File: config.mk
export PLATFORM = sky130hd
export DESIGN_NAME = dual_adc_mode_sequencer
export DESIGN_NICKNAME = d
export VERILOG_FILES = /design/src/adc_seq_pkg.sv /design/src/dual_adc_mode_sequencer.sv /design/src/filter_reset_gen.sv /design/src/result_capture.sv
export SDC_FILE = /design/constraint.sdc
export NUM_CORES = 1
export LEC_CHECK = 0
export BUFFER_PORTS_ARGS = -buffer_cell sky130_fd_sc_hd__buf_2
export CAP_MARGIN = 15
export CELL_PAD_IN_SITES_DETAIL_PLACEMENT = 1
export CELL_PAD_IN_SITES_GLOBAL_PLACEMENT = 2
export CORE_MARGIN = 2
export CORE_UTILIZATION = 36
export CTS_CLUSTER_DIAMETER = 120
export CTS_CLUSTER_SIZE = 28
export DETAILED_ROUTE_END_ITERATION = 8
export GPL_ROUTABILITY_DRIVEN = 0
export GPL_TIMING_DRIVEN = 1
export PLACE_DENSITY_LB_ADDON = 0.08
export RECOVER_POWER = 25
export SLEW_MARGIN = 20
export SYNTH_ARGS = -nofsm -noshare
export SYNTH_HDL_FRONTEND = slang
export SYNTH_SLANG_ARGS = --single-unit
File: constraint.sdc
create_clock -name ref_clk -period 2.3 [get_ports ref_clk]
set_input_delay 0.46 -clock ref_clk [delete_from_list [all_inputs] [get_ports ref_clk]]
set_output_delay 0.46 -clock ref_clk [all_outputs]
set_load 0.01 [all_outputs]
File: src/adc_seq_pkg.sv
// Constants, register map and types shared by the converter mode sequencer.
package adc_seq_pkg;
  localparam logic [7:0] MODE_ADDR = 8'hD1;
  localparam logic [7:0] PCON_ADDR = 8'hD2;
  localparam logic [7:0] ACON_ADDR = 8'hD3;
  localparam logic [7:0] RATE_ADDR = 8'hD4;
  localparam logic [7:0] STAT_ADDR = 8'hD8;
  localparam logic [7:0] PRES_L_ADDR = 8'hD9;
  localparam logic [7:0] PRES_M_ADDR = 8'hDA;
  localparam logic [7:0] PRES_H_ADDR = 8'hDB;
  localparam logic [7:0] ARES_L_ADDR = 8'hDC;
  localparam logic [7:0] ARES_H_ADDR = 8'hDD;
  localparam logic [7:0] MODE_RST = 8'h00;
  localparam logic [7:0] PCON_RST = 8'h07;
  localparam logic [7:0] ACON_RST = 8'h00;
  localparam logic [7:0] RATE_RST = 8'h45;
  localparam logic [7:0] RATE_MAX = 8'hFF;
  localparam logic [7:0] MODE_WMASK = 8'h37;
  localparam logic [7:0] PCON_WMASK = 8'h7F;
  localparam logic [7:0] ACON_WMASK = 8'h78;
  localparam int MODE_EN0_BIT = 5;
  localparam int MODE_EN1_BIT = 4;
  localparam int CON_XREF_BIT = 6;
  localparam int CON_CH_HI = 5;
  localparam int CON_CH_LO = 4;
  localparam int CON_UNI_BIT = 3;
  localparam int CON_RANGE_HI = 2;
  localparam int STAT_PRIMARY_DONE_FLAG_BIT = 7;
  localparam int STAT_AUX_DONE_FLAG_BIT = 6;
  localparam logic [1:0] AUX_TEMP_SENSOR = 2'h2;
  localparam logic [1:0] SEL_PINS = 2'h0;
  localparam logic [1:0] SEL_SHORT = 2'h1;
  localparam logic [1:0] SEL_REF = 2'h2;
  localparam int CLK_PERIOD_NS = 20;
  localparam int FILTER_RST_NS = 200;
  localparam logic [3:0] FILTER_RST_CYCLES = 4'((FILTER_RST_NS + CLK_PERIOD_NS - 1) / CLK_PERIOD_NS);
  typedef enum logic [2:0] {
    MD_POWERDOWN = 3'h0, MD_IDLE = 3'h1, MD_SINGLE = 3'h2, MD_CONTINUOUS = 3'h3,
    MD_INT_ZERO = 3'h4, MD_INT_FULL = 3'h5, MD_SYS_ZERO = 3'h6, MD_SYS_FULL = 3'h7
  } op_mode_t;
  typedef enum logic [3:0] {
    SEQ_STOP = 4'h1, SEQ_ONESHOT = 4'h2, SEQ_STREAM = 4'h4, SEQ_CALIB = 4'h8
  } seq_state_t;
endpackage

File: src/dual_adc_mode_sequencer.sv
// Mode, reset and calibration sequencer shared by the primary and auxiliary converters.
`timescale 1ns/1ps
// How it works
// Mode 000 is power-down, the reset value.
// Idle holds filter, modulator in reset; clocks run.
// Single conversion updates results, then mode returns 000.
// Continuous mode keeps updating results at rate.
// Internal zero calibration selects internal input short.
// Internal full calibration selects the chosen reference.
// User applies zero-scale signal before system zero.
// User applies full-scale signal before system full.
// Any mode write resets both, except aux-only cases.
// Primary control write while enabled resets both.
// Auxiliary control write resets only the auxiliary.
// Auxiliary restarts aligned to primary output timing.
// Calibration write clears both ready flags immediately; an aux-only write clears only the auxiliary flag.
// Calibration end writes coefficients, status, mode 000.
// Auxiliary calibration on temperature sensor fails with error.
// Calibrations run at maximum update rate setting.
// Auxiliary range is fixed; primary range programmable.
// Ready set at completion; results blocked until cleared.
// Error on clamped result or failed calibration.
// Enable bit selects shared mode, else power-down.
module dual_adc_mode_sequencer import adc_seq_pkg::*; (
  input wire logic ref_clk,
  input wire logic reset_n,
  input wire logic [7:0] sfr_addr,
  input wire logic [7:0] sfr_wr_data,
  input wire logic sfr_wr,
  output logic [7:0] sfr_rd_data,
  input wire logic prim_conv_done,
  input wire logic [23:0] prim_conv_data,
  input wire logic prim_clamped,
  input wire logic prim_cal_fail,
  input wire logic aux_conv_done,
  input wire logic [15:0] aux_conv_data,
  input wire logic aux_clamped,
  input wire logic aux_cal_fail,
  input wire logic no_ext_ref_pin,
  output logic prim_filter_rst,
  output logic aux_filter_rst,
  output logic prim_power_down,
  output logic aux_power_down,
  output logic mod_clk_en,
  output logic [1:0] prim_input_sel,
  output logic [1:0] aux_input_sel,
  output logic prim_ext_ref,
  output logic aux_ext_ref,
  output logic [1:0] prim_chan,
  output logic [1:0] aux_chan,
  output logic [2:0] prim_range,
  output logic prim_unipolar,
  output logic aux_unipolar,
  output logic [7:0] rate_eff,
  output logic prim_cal_wr,
  output logic aux_cal_wr,
  output logic [1:0] cal_kind
);
  typedef struct packed {
    logic [7:0] mode;
    logic [7:0] pcon;
    logic [7:0] acon;
    logic [7:0] rate;
    logic primary_done_flag;
    logic aux_done_flag;
    logic calst;
    logic primary_fault_flag;
    logic aux_fault_flag;
    logic pend0;
    logic pend1;
    logic aux_hold;
    seq_state_t seq;
    logic nx_meta;
    logic nx_sync;
    logic [7:0] rd_data;
    logic p_pd;
    logic a_pd;
    logic clk_en;
    logic [1:0] p_sel;
    logic [1:0] a_sel;
    logic [7:0] rate_eff;
    logic p_calwr;
    logic a_calwr;
    logic [1:0] cal_kind;
  } seq_reg_t;
  seq_reg_t st_reg;
  seq_reg_t st_next;

  logic mode_wr;
  logic pcon_wr;
  logic acon_wr;
  logic stat_wr;
  logic rate_wr;
  logic aux_only;
  logic p_rst_req;
  logic a_rst_req;
  logic p_hold;
  logic a_hold;
  logic p_ev;
  logic a_ev;
  logic p_load;
  logic a_load;
  logic [23:0] prim_result;
  logic [15:0] aux_result;
  op_mode_t cur_md;
  op_mode_t new_md;
  op_mode_t nx_md;

  assign cur_md = op_mode_t'(st_reg.mode[2:0]);
  assign new_md = op_mode_t'(sfr_wr_data[2:0]);
  assign mode_wr = sfr_wr && (sfr_addr == MODE_ADDR);
  assign pcon_wr = sfr_wr && (sfr_addr == PCON_ADDR);
  assign acon_wr = sfr_wr && (sfr_addr == ACON_ADDR);
  assign stat_wr = sfr_wr && (sfr_addr == STAT_ADDR);
  assign rate_wr = sfr_wr && (sfr_addr == RATE_ADDR);

  // Only raising the auxiliary enable, with the mode and primary enable kept, spares the primary.
  assign aux_only = mode_wr && (new_md == cur_md) && !st_reg.mode[MODE_EN1_BIT] && sfr_wr_data[MODE_EN1_BIT] &&
                    (sfr_wr_data[MODE_EN0_BIT] == st_reg.mode[MODE_EN0_BIT]);
  assign p_rst_req = (mode_wr && !aux_only) || (pcon_wr && st_reg.mode[MODE_EN0_BIT]); // see R9
  assign a_rst_req = p_rst_req || acon_wr || aux_only;

  // Completion events count only for an enabled converter in an active mode.
  assign p_ev = prim_conv_done && st_reg.mode[MODE_EN0_BIT] && (cur_md >= MD_SINGLE) && !prim_filter_rst;
  assign a_ev = aux_conv_done && st_reg.mode[MODE_EN1_BIT] && (cur_md >= MD_SINGLE) && !aux_filter_rst;
  assign p_load = p_ev && (st_reg.seq != SEQ_CALIB);
  assign a_load = a_ev && (st_reg.seq != SEQ_CALIB);

  always_comb begin
    st_next = st_reg;
    st_next.p_calwr = 1'b0;
    st_next.a_calwr = 1'b0;
    st_next.nx_meta = no_ext_ref_pin;
    st_next.nx_sync = st_reg.nx_meta;
    if (pcon_wr) begin
      st_next.pcon = sfr_wr_data & PCON_WMASK;
    end
    if (acon_wr) begin
      st_next.acon = sfr_wr_data & ACON_WMASK;
      st_next.aux_hold = st_reg.mode[MODE_EN0_BIT] && (cur_md >= MD_SINGLE) && !p_rst_req;
    end
    if (rate_wr) begin
      st_next.rate = sfr_wr_data;
    end
    if (stat_wr) begin
      st_next.primary_done_flag = st_reg.primary_done_flag && sfr_wr_data[STAT_PRIMARY_DONE_FLAG_BIT];
      st_next.aux_done_flag = st_reg.aux_done_flag && sfr_wr_data[STAT_AUX_DONE_FLAG_BIT];
    end
    if (mode_wr && aux_only) begin
      st_next.mode = sfr_wr_data & MODE_WMASK;
      st_next.pend1 = (new_md == MD_SINGLE) || (new_md >= MD_INT_ZERO);
      st_next.aux_done_flag = (new_md >= MD_SINGLE) ? 1'b0 : st_next.aux_done_flag;
      st_next.aux_fault_flag = 1'b0;
      st_next.aux_hold = st_reg.mode[MODE_EN0_BIT] && (cur_md >= MD_SINGLE);
    end else if (mode_wr) begin
      st_next.mode = sfr_wr_data & MODE_WMASK;
      st_next.primary_fault_flag = 1'b0;
      st_next.aux_fault_flag = 1'b0;
      st_next.calst = 1'b0;
      st_next.aux_hold = 1'b0;
      if (new_md >= MD_SINGLE) begin
        st_next.primary_done_flag = 1'b0;
        st_next.aux_done_flag = 1'b0;
      end
      st_next.pend0 = sfr_wr_data[MODE_EN0_BIT] && ((new_md == MD_SINGLE) || (new_md >= MD_INT_ZERO));
      st_next.pend1 = sfr_wr_data[MODE_EN1_BIT] && ((new_md == MD_SINGLE) || (new_md >= MD_INT_ZERO));
      case (new_md)
        MD_SINGLE: begin
          st_next.seq = SEQ_ONESHOT;
        end
        MD_CONTINUOUS: begin
          st_next.seq = SEQ_STREAM;
        end
        MD_INT_ZERO, MD_INT_FULL, MD_SYS_ZERO, MD_SYS_FULL: begin
          st_next.seq = SEQ_CALIB;
        end
        default: begin
          st_next.seq = SEQ_STOP;
        end
      endcase
    end
    // The auxiliary filter leaves reset on a primary output, so both run in step.
    if (prim_conv_done && st_reg.aux_hold && !acon_wr && !aux_only) begin
      st_next.aux_hold = 1'b0;
    end
    // Hardware events win over a clearing write arriving in the same cycle.
    if (p_ev) begin
      if (st_reg.seq == SEQ_CALIB) begin
        st_next.p_calwr = !prim_cal_fail && !st_reg.primary_done_flag;
        st_next.primary_fault_flag = st_next.primary_fault_flag || prim_cal_fail;
        st_next.calst = 1'b1;
      end else if (!st_reg.primary_done_flag) begin
        st_next.primary_fault_flag = st_next.primary_fault_flag || prim_clamped;
      end
      st_next.primary_done_flag = 1'b1;
      st_next.pend0 = mode_wr ? st_next.pend0 : 1'b0;
    end
    if (a_ev) begin
      if (st_reg.seq == SEQ_CALIB) begin
        // Temperature sensor input cannot be calibrated, so coefficients are kept.
        st_next.a_calwr = !aux_cal_fail && !st_reg.aux_done_flag &&
                          (st_reg.acon[CON_CH_HI:CON_CH_LO] != AUX_TEMP_SENSOR);
        st_next.aux_fault_flag = st_next.aux_fault_flag || aux_cal_fail ||
                       (st_reg.acon[CON_CH_HI:CON_CH_LO] == AUX_TEMP_SENSOR);
        st_next.calst = 1'b1;
      end else if (!st_reg.aux_done_flag) begin
        st_next.aux_fault_flag = st_next.aux_fault_flag || aux_clamped;
      end
      st_next.aux_done_flag = 1'b1;
      st_next.pend1 = mode_wr ? st_next.pend1 : 1'b0;
    end
    if (!mode_wr && ((st_reg.seq == SEQ_ONESHOT) || (st_reg.seq == SEQ_CALIB)) &&
        (st_reg.pend0 || st_reg.pend1) && !st_next.pend0 && !st_next.pend1) begin
      st_next.mode[2:0] = MD_POWERDOWN; // see R3
      st_next.seq = SEQ_STOP;
    end
    nx_md = op_mode_t'(st_next.mode[2:0]);
    st_next.p_pd = !st_next.mode[MODE_EN0_BIT] || (nx_md == MD_POWERDOWN); // see R1
    st_next.a_pd = !st_next.mode[MODE_EN1_BIT] || (nx_md == MD_POWERDOWN);
    st_next.clk_en = !(st_next.p_pd && st_next.a_pd);
    case (nx_md)
      MD_INT_ZERO: begin
        st_next.p_sel = SEL_SHORT;
        st_next.a_sel = SEL_SHORT;
      end
      MD_INT_FULL: begin
        st_next.p_sel = SEL_REF;
        st_next.a_sel = SEL_REF;
      end
      default: begin
        st_next.p_sel = SEL_PINS; // see R7
        st_next.a_sel = SEL_PINS;
      end
    endcase
    st_next.rate_eff = (nx_md >= MD_INT_ZERO) ? RATE_MAX : st_next.rate;
    st_next.cal_kind = st_next.mode[1:0];
    case (sfr_addr)
      MODE_ADDR: st_next.rd_data = st_reg.mode;
      PCON_ADDR: st_next.rd_data = st_reg.pcon;
      ACON_ADDR: st_next.rd_data = st_reg.acon;
      RATE_ADDR: st_next.rd_data = st_reg.rate;
      STAT_ADDR: begin
        st_next.rd_data = {st_reg.primary_done_flag, st_reg.aux_done_flag, st_reg.calst,
                           st_reg.nx_sync && !(st_reg.p_pd && st_reg.a_pd), st_reg.primary_fault_flag, st_reg.aux_fault_flag, 2'b00};
      end
      PRES_L_ADDR: st_next.rd_data = prim_result[7:0];
      PRES_M_ADDR: st_next.rd_data = prim_result[15:8];
      PRES_H_ADDR: st_next.rd_data = prim_result[23:16];
      ARES_L_ADDR: st_next.rd_data = aux_result[7:0];
      ARES_H_ADDR: st_next.rd_data = aux_result[15:8];
      default: st_next.rd_data = 8'h00;
    endcase
  end

  always_ff @(posedge ref_clk or negedge reset_n) begin
    if (!reset_n) begin
      st_reg <= '0;
      st_reg.mode <= MODE_RST;
      st_reg.pcon <= PCON_RST;
      st_reg.acon <= ACON_RST;
      st_reg.rate <= RATE_RST;
      st_reg.seq <= SEQ_STOP;
      st_reg.p_pd <= 1'b1;
      st_reg.a_pd <= 1'b1;
      st_reg.rate_eff <= RATE_RST;
    end else begin
      st_reg <= st_next;
    end
  end

  assign p_hold = st_reg.p_pd || (cur_md == MD_IDLE);
  assign a_hold = st_reg.a_pd || (cur_md == MD_IDLE) || st_reg.aux_hold;

  filter_reset_gen prim_rst_gen (
    .ref_clk(ref_clk),
    .reset_n(reset_n),
    .rst_req(p_rst_req),
    .rst_hold(p_hold),
    .filter_rst(prim_filter_rst)
  );

  filter_reset_gen aux_rst_gen (
    .ref_clk(ref_clk),
    .reset_n(reset_n),
    .rst_req(a_rst_req),
    .rst_hold(a_hold),
    .filter_rst(aux_filter_rst)
  );

  result_capture #(.WIDTH(24)) prim_res (
    .ref_clk(ref_clk),
    .reset_n(reset_n),
    .load(p_load),
    .ready(st_reg.primary_done_flag),
    .data_in(prim_conv_data),
    .data_out(prim_result)
  );

  result_capture #(.WIDTH(16)) aux_res (
    .ref_clk(ref_clk),
    .reset_n(reset_n),
    .load(a_load),
    .ready(st_reg.aux_done_flag),
    .data_in(aux_conv_data),
    .data_out(aux_result)
  );

  assign sfr_rd_data = st_reg.rd_data;
  assign prim_power_down = st_reg.p_pd;
  assign aux_power_down = st_reg.a_pd;
  assign mod_clk_en = st_reg.clk_en;
  assign prim_input_sel = st_reg.p_sel;
  assign aux_input_sel = st_reg.a_sel;
  assign prim_ext_ref = st_reg.pcon[CON_XREF_BIT];
  assign aux_ext_ref = st_reg.acon[CON_XREF_BIT];
  assign prim_chan = st_reg.pcon[CON_CH_HI:CON_CH_LO];
  assign aux_chan = st_reg.acon[CON_CH_HI:CON_CH_LO];
  assign prim_range = st_reg.pcon[CON_RANGE_HI:0];
  assign prim_unipolar = st_reg.pcon[CON_UNI_BIT];
  assign aux_unipolar = st_reg.acon[CON_UNI_BIT];
  assign rate_eff = st_reg.rate_eff;
  assign prim_cal_wr = st_reg.p_calwr;
  assign aux_cal_wr = st_reg.a_calwr;
  assign cal_kind = st_reg.cal_kind;

  a_idle_holds: assert property (@(posedge ref_clk) disable iff (!reset_n)
    (cur_md == MD_IDLE) && st_reg.mode[MODE_EN0_BIT] |-> prim_filter_rst && mod_clk_en)
    else $error("Idle mode did not hold the primary filter with clocks running");
  a_single_return: assert property (@(posedge ref_clk) disable iff (!reset_n)
    (st_reg.seq == SEQ_ONESHOT) && st_reg.pend0 && !st_reg.pend1 && p_ev && !mode_wr
    |=> (cur_md == MD_POWERDOWN) && st_reg.primary_done_flag)
    else $error("Single conversion did not return to power-down");
  a_zero_short: assert property (@(posedge ref_clk) disable iff (!reset_n)
    (cur_md == MD_INT_ZERO) |-> (prim_input_sel == SEL_SHORT) && (aux_input_sel == SEL_SHORT))
    else $error("Zero-scale calibration without internal short");
  a_mode_write_reset: assert property (@(posedge ref_clk) disable iff (!reset_n)
    mode_wr && !aux_only |=> prim_filter_rst && aux_filter_rst [*2])
    else $error("Mode write did not reset both converters");
  a_pcon_reset: assert property (@(posedge ref_clk) disable iff (!reset_n)
    pcon_wr && st_reg.mode[MODE_EN0_BIT] |=> prim_filter_rst && aux_filter_rst)
    else $error("Primary control write did not reset both converters");
  a_acon_aux_only: assert property (@(posedge ref_clk) disable iff (!reset_n)
    acon_wr && !mode_wr && !pcon_wr && !prim_filter_rst && !p_hold |=> aux_filter_rst && !prim_filter_rst)
    else $error("Auxiliary control write disturbed the primary converter");
  a_cal_clears_ready: assert property (@(posedge ref_clk) disable iff (!reset_n)
    mode_wr && !aux_only && (new_md >= MD_INT_ZERO) && !p_ev && !a_ev |=> !st_reg.primary_done_flag && !st_reg.aux_done_flag)
    else $error("Calibration write did not clear the ready flags");
  a_temp_cal_fails: assert property (@(posedge ref_clk) disable iff (!reset_n)
    a_ev && (st_reg.seq == SEQ_CALIB) && (st_reg.acon[CON_CH_HI:CON_CH_LO] == AUX_TEMP_SENSOR)
    |=> !aux_cal_wr && st_reg.aux_fault_flag && st_reg.aux_done_flag)
    else $error("Temperature sensor calibration wrote coefficients");
  a_cal_max_rate: assert property (@(posedge ref_clk) disable iff (!reset_n)
    (cur_md >= MD_INT_ZERO) |-> (rate_eff == RATE_MAX))
    else $error("Calibration not run at maximum update rate");
  a_ready_blocks: assert property (@(posedge ref_clk) disable iff (!reset_n)
    st_reg.primary_done_flag && prim_conv_done |=> $stable(prim_result))
    else $error("Primary result overwritten while ready was set");
  a_disabled_pd: assert property (@(posedge ref_clk) disable iff (!reset_n)
    !st_reg.mode[MODE_EN0_BIT] |-> prim_power_down ##1 (prim_filter_rst || st_reg.mode[MODE_EN0_BIT]))
    else $error("Disabled primary converter not powered down");
endmodule

File: src/filter_reset_gen.sv
// Holds one converter's filter and modulator in reset for a request or a level.
`timescale 1ns/1ps
module filter_reset_gen import adc_seq_pkg::*; (
  input wire logic ref_clk,
  input wire logic reset_n,
  input wire logic rst_req,
  input wire logic rst_hold,
  output logic filter_rst
);
  typedef struct packed {
    logic [3:0] cnt;
    logic rst;
  } rg_state_t;
  rg_state_t st_reg;
  rg_state_t st_next;

  // A request restarts the count, so back-to-back writes stretch the reset.
  always_comb begin
    st_next = st_reg;
    if (rst_req) begin
      st_next.cnt = FILTER_RST_CYCLES;
    end else if (st_reg.cnt != 4'h0) begin
      st_next.cnt = st_reg.cnt - 4'h1;
    end
    st_next.rst = rst_req || rst_hold || (st_next.cnt != 4'h0);
  end

  always_ff @(posedge ref_clk or negedge reset_n) begin
    if (!reset_n) begin
      st_reg <= '{cnt: 4'h0, rst: 1'b1};
    end else begin
      st_reg <= st_next;
    end
  end

  assign filter_rst = st_reg.rst;
endmodule

File: src/result_capture.sv
// Result holding register that refuses new data while its ready flag is set.
`timescale 1ns/1ps
module result_capture import adc_seq_pkg::*; #(
  parameter int WIDTH = 24
) (
  input wire logic ref_clk,
  input wire logic reset_n,
  input wire logic load,
  input wire logic ready,
  input wire logic [WIDTH-1:0] data_in,
  output logic [WIDTH-1:0] data_out
);
  typedef struct packed {
    logic [WIDTH-1:0] data;
  } rc_state_t;
  rc_state_t st_reg;
  rc_state_t st_next;

  always_comb begin
    st_next = st_reg;
    if (load && !ready) begin
      st_next.data = data_in;
    end
  end

  always_ff @(posedge ref_clk or negedge reset_n) begin
    if (!reset_n) begin
      st_reg <= '0;
    end else begin
      st_reg <= st_next;
    end
  end

  assign data_out = st_reg.data;
endmodule

==> metrics.md <==
| Metric | Value |
|---|---|
| Status | finished, violations left |
| Failing checks | max-capacitance violations, max-slew violations |
| Postcts setup bufs | 0 |
| PD cells | between 700 and 800 nW/µm² |
| Vias | ~4000 |
| Antenna diode count | 0 |
| Req. time, crit path | 2.52 ns |
| Place WS | -0.0882 ns |
| Vias in the first global route | 4122 |
| Peak supply drop | 0.421 mV |
| Hold_ws | 0.203 ns |
| Post-synth EDFFs | 0 |
| Site Rows | 44 |
| Post-synth cell types | between 50 and 60 |
| Startpoint Class | flop |
| LEAKAGE | 3.18 nW |
| Fin. Hold Viols | 0 |
| Fin cells | 752 |
| Root Buffer | clkbuf_16 |
| Die Height | 126 µm |
| # IOs | 106 |
| Port bufs | 105 |
| Register area | around 2800 µm² |
| Worst Tran Pin Value | 1.63 ns |
| Hold buffers post-CTS | 0 |
| Post-CTS resize count | 0 |
| Largest net degree at the start of global routing | 55 |
| Die X | 126 µm |
| CORE AREA | 14600 µm² |
| Prevailing post-synth register cell | dfrtp_1 |
| TritonCTS Sinks | 111 |
| Nets@finish | 631 |
| CTS tree | done |
| Largest register FFs | 24 |
| Post-synth top area cell | dfrtp_1 |
| Crit share post-route | 89.2% |
| #FFs+latches synth | 111 |
| Clk_skew | roughly 0.006 ns |
| Cell with the most instances after synthesis | dfrtp_1 |
| DIE AREA | 16000 µm² |
| Gr usage total | between 15 and 20% |
| Drt total wl | 14900 µm |
| Initial antenna violation count | 0 |
| Final global-route overflow total | 0 |
| CP Capture Type | flop |
| Slowest cell delay on critical path | approximately 0.53 ns |
| Max-cap violations | 1 |
| Total Neg Setup Slack | 0 ns |
| Vias per inst | 5.21 |
| Final worst slack | about 0.25 ns |
| Share of the synthesized area in the top cell type | 45.1% |
| Critical path class | reg -> reg |
| Share of layout cells above drive strength 1 | 43.0% |
| Tmin final | 2.05 ns |
| Post-synthesis sequential area ratio | 51.9% |
| Multi-input logic area | ~2200 µm² |
| Dominant cells by area after synthesis | dfrtp_1 (45%), mux2_2 (12%), dfstp_2 (6.8%) |
| Top cells by count, synth | dfrtp_1 (97), mux2_2 (57), buf_4 (29), nand2_1 (28), o21ai_0 (25) |
| Antenna viol nets, final | 0 |
| Final setup violation count | 0 |
| Gate count of the mapped netlist | 464 |
| Max-slew headroom | -8.82% |
| Post-DP HPWL | 11400 µm |
| Worst Hold Class | in -> reg |
| DP Cell Count | about 740 |
| H-tree depth | 3 |
| Avg Cell Area, Syn | ~12 µm² |
| First-pass GRT wire length | 23600 µm |
| Max-slew violations | 29 |
| Synth warn | 0 |
| Critical-path top delay cell | a221o_1 |
| Async set-or-reset flop fraction in the synthesized netlist | 100% |
| Clock buffer depth | 2 |
| Drt first pass iters | 4 |
| Post-synth design cell area | around 5400 µm² |
| Starting Density | a little under two fifths |
| Max Freq | 487 MHz |
| Area delta synth->final | 20.0% |
| Syn_nets | between 500 and 600 |
| Cts bufs inserted | 9 |
| RSZ-0062 raised after global routing | no |
| Clk_lat worst skew | 0.36 ns |
| Clock-pin slew on the worst setup and hold paths | around 0.070 ns |
| Drt drc | 0 |
| Critical path data arrival time | 2.28 ns |
| Starting DRT DRC Count | 219 |
| Fill cells | 1605 |
| Cell Chain, Critical Path | or2_2 > nand4b_1 > a221o_1 > nand2_1 > nand3b_1 |
| Avg WL per Cell | 19.9 µm |
| Crit-path max FO | 10 |
[worst max-delay path: cells and delay by family, from the launching register on]
family,cells,cell delay (ns)
flops,1,0.48
compound gates,1,0.53
simple gates,4,0.91
[final cells by class]
type	instances	area share (%)
tap	184	3.56
clock inverter	4	1.08
clock buffer	12	3.81
inverter	12	0.697
timing repair buffer	140	13.0
multi-input combinational	289	34.6
sequential	111	43.3
[per-stage QoR]
stage,instance area (µm²),util (%),power (mW)
global placement,6150,42.1,2.95
finish,6460,44.3,4.62
detailed placement,6150,42.1,2.98
global route,6460,44.3,4.87
CTS,6460,44.3,4.69
floorplan,5390,-,2.69
[routing by layer]
| metal | track usage (%) | up-vias | routed length, µm |
|---|---|---|---|
| met5 | 0 | - | 0 |
| met4 | 4.91 | 0 | 234 |
| met3 | 4.64 | 18 | 698 |
| met2 | 30.2 | 97 | 6960 |
| met1 | 27.4 | 1960 | 7040 |
| li1 | - | 1846 | - |
[power breakdown]
group	internal [mW]	total [mW]	switching [mW]
Sequential	2.10	2.21	0.111
Combinational	0.337	0.726	0.389
Clock	0.982	1.69	0.704
[logic make-up (layout without fill, tap and decap cells)]
family | Yosys count | after routing | synth area share, %
AND/OR/NAND/NOR | 117 | 117 | 12.2
multiplexers | 75 | 75 | 16.6
AO/OA/AOI/OAI | 88 | 88 | 10.8
XOR/XNOR | 7 | 7 | 1.14
buffers and inverters | 64 | 168 | 6.83
flip-flops | 111 | 111 | 51.9
adder cells (fa/ha/maj) | 2 | 2 | 0.465
[final timing paths]
kind                                 from                     to  slack [ns]  depth (start not counted)
min                        no_ext_ref_pin            st_next[27]        0.20                          1
max reg2reg                     cur_md[2]            rate_eff[5]        0.25                          5
max                             cur_md[2]            rate_eff[5]        0.25                          5
min reg2reg                   st_next[27]             st_reg[27]        0.38                          0
min in group asynchronous         reset_n  aux_rst_gen.st_reg[4]        0.50                          1
max in group asynchronous         reset_n          prim_range[0]        0.58                          2
[layout by cell type, fill, tap and decap left out, types with 4 or more instances in the layout]
cell,synthesis,final
clkbuf_16,0,9
a211oi_1,5,5
a21oi_1,13,13
dfrtp_1,97,97
buf_12,0,4
o21ai_0,25,25
a22oi_1,9,9
nand3b_1,9,9
mux2i_1,8,8
buf_4,29,31
nor2b_1,6,6
o22ai_1,6,6
buf_2,3,104
mux2_4,7,7
nand2b_1,9,9
nor2_1,19,19
or3_1,4,4
inv_1,12,12
nand3_1,14,14
dfstp_2,14,14
mux2_2,57,57
a211o_1,4,4
nand2_1,28,28
nor4_1,4,4
nor3_1,6,6
xnor2_1,6,6
a21o_1,5,5
Note: power is estimated with default switching activity, not from simulation.
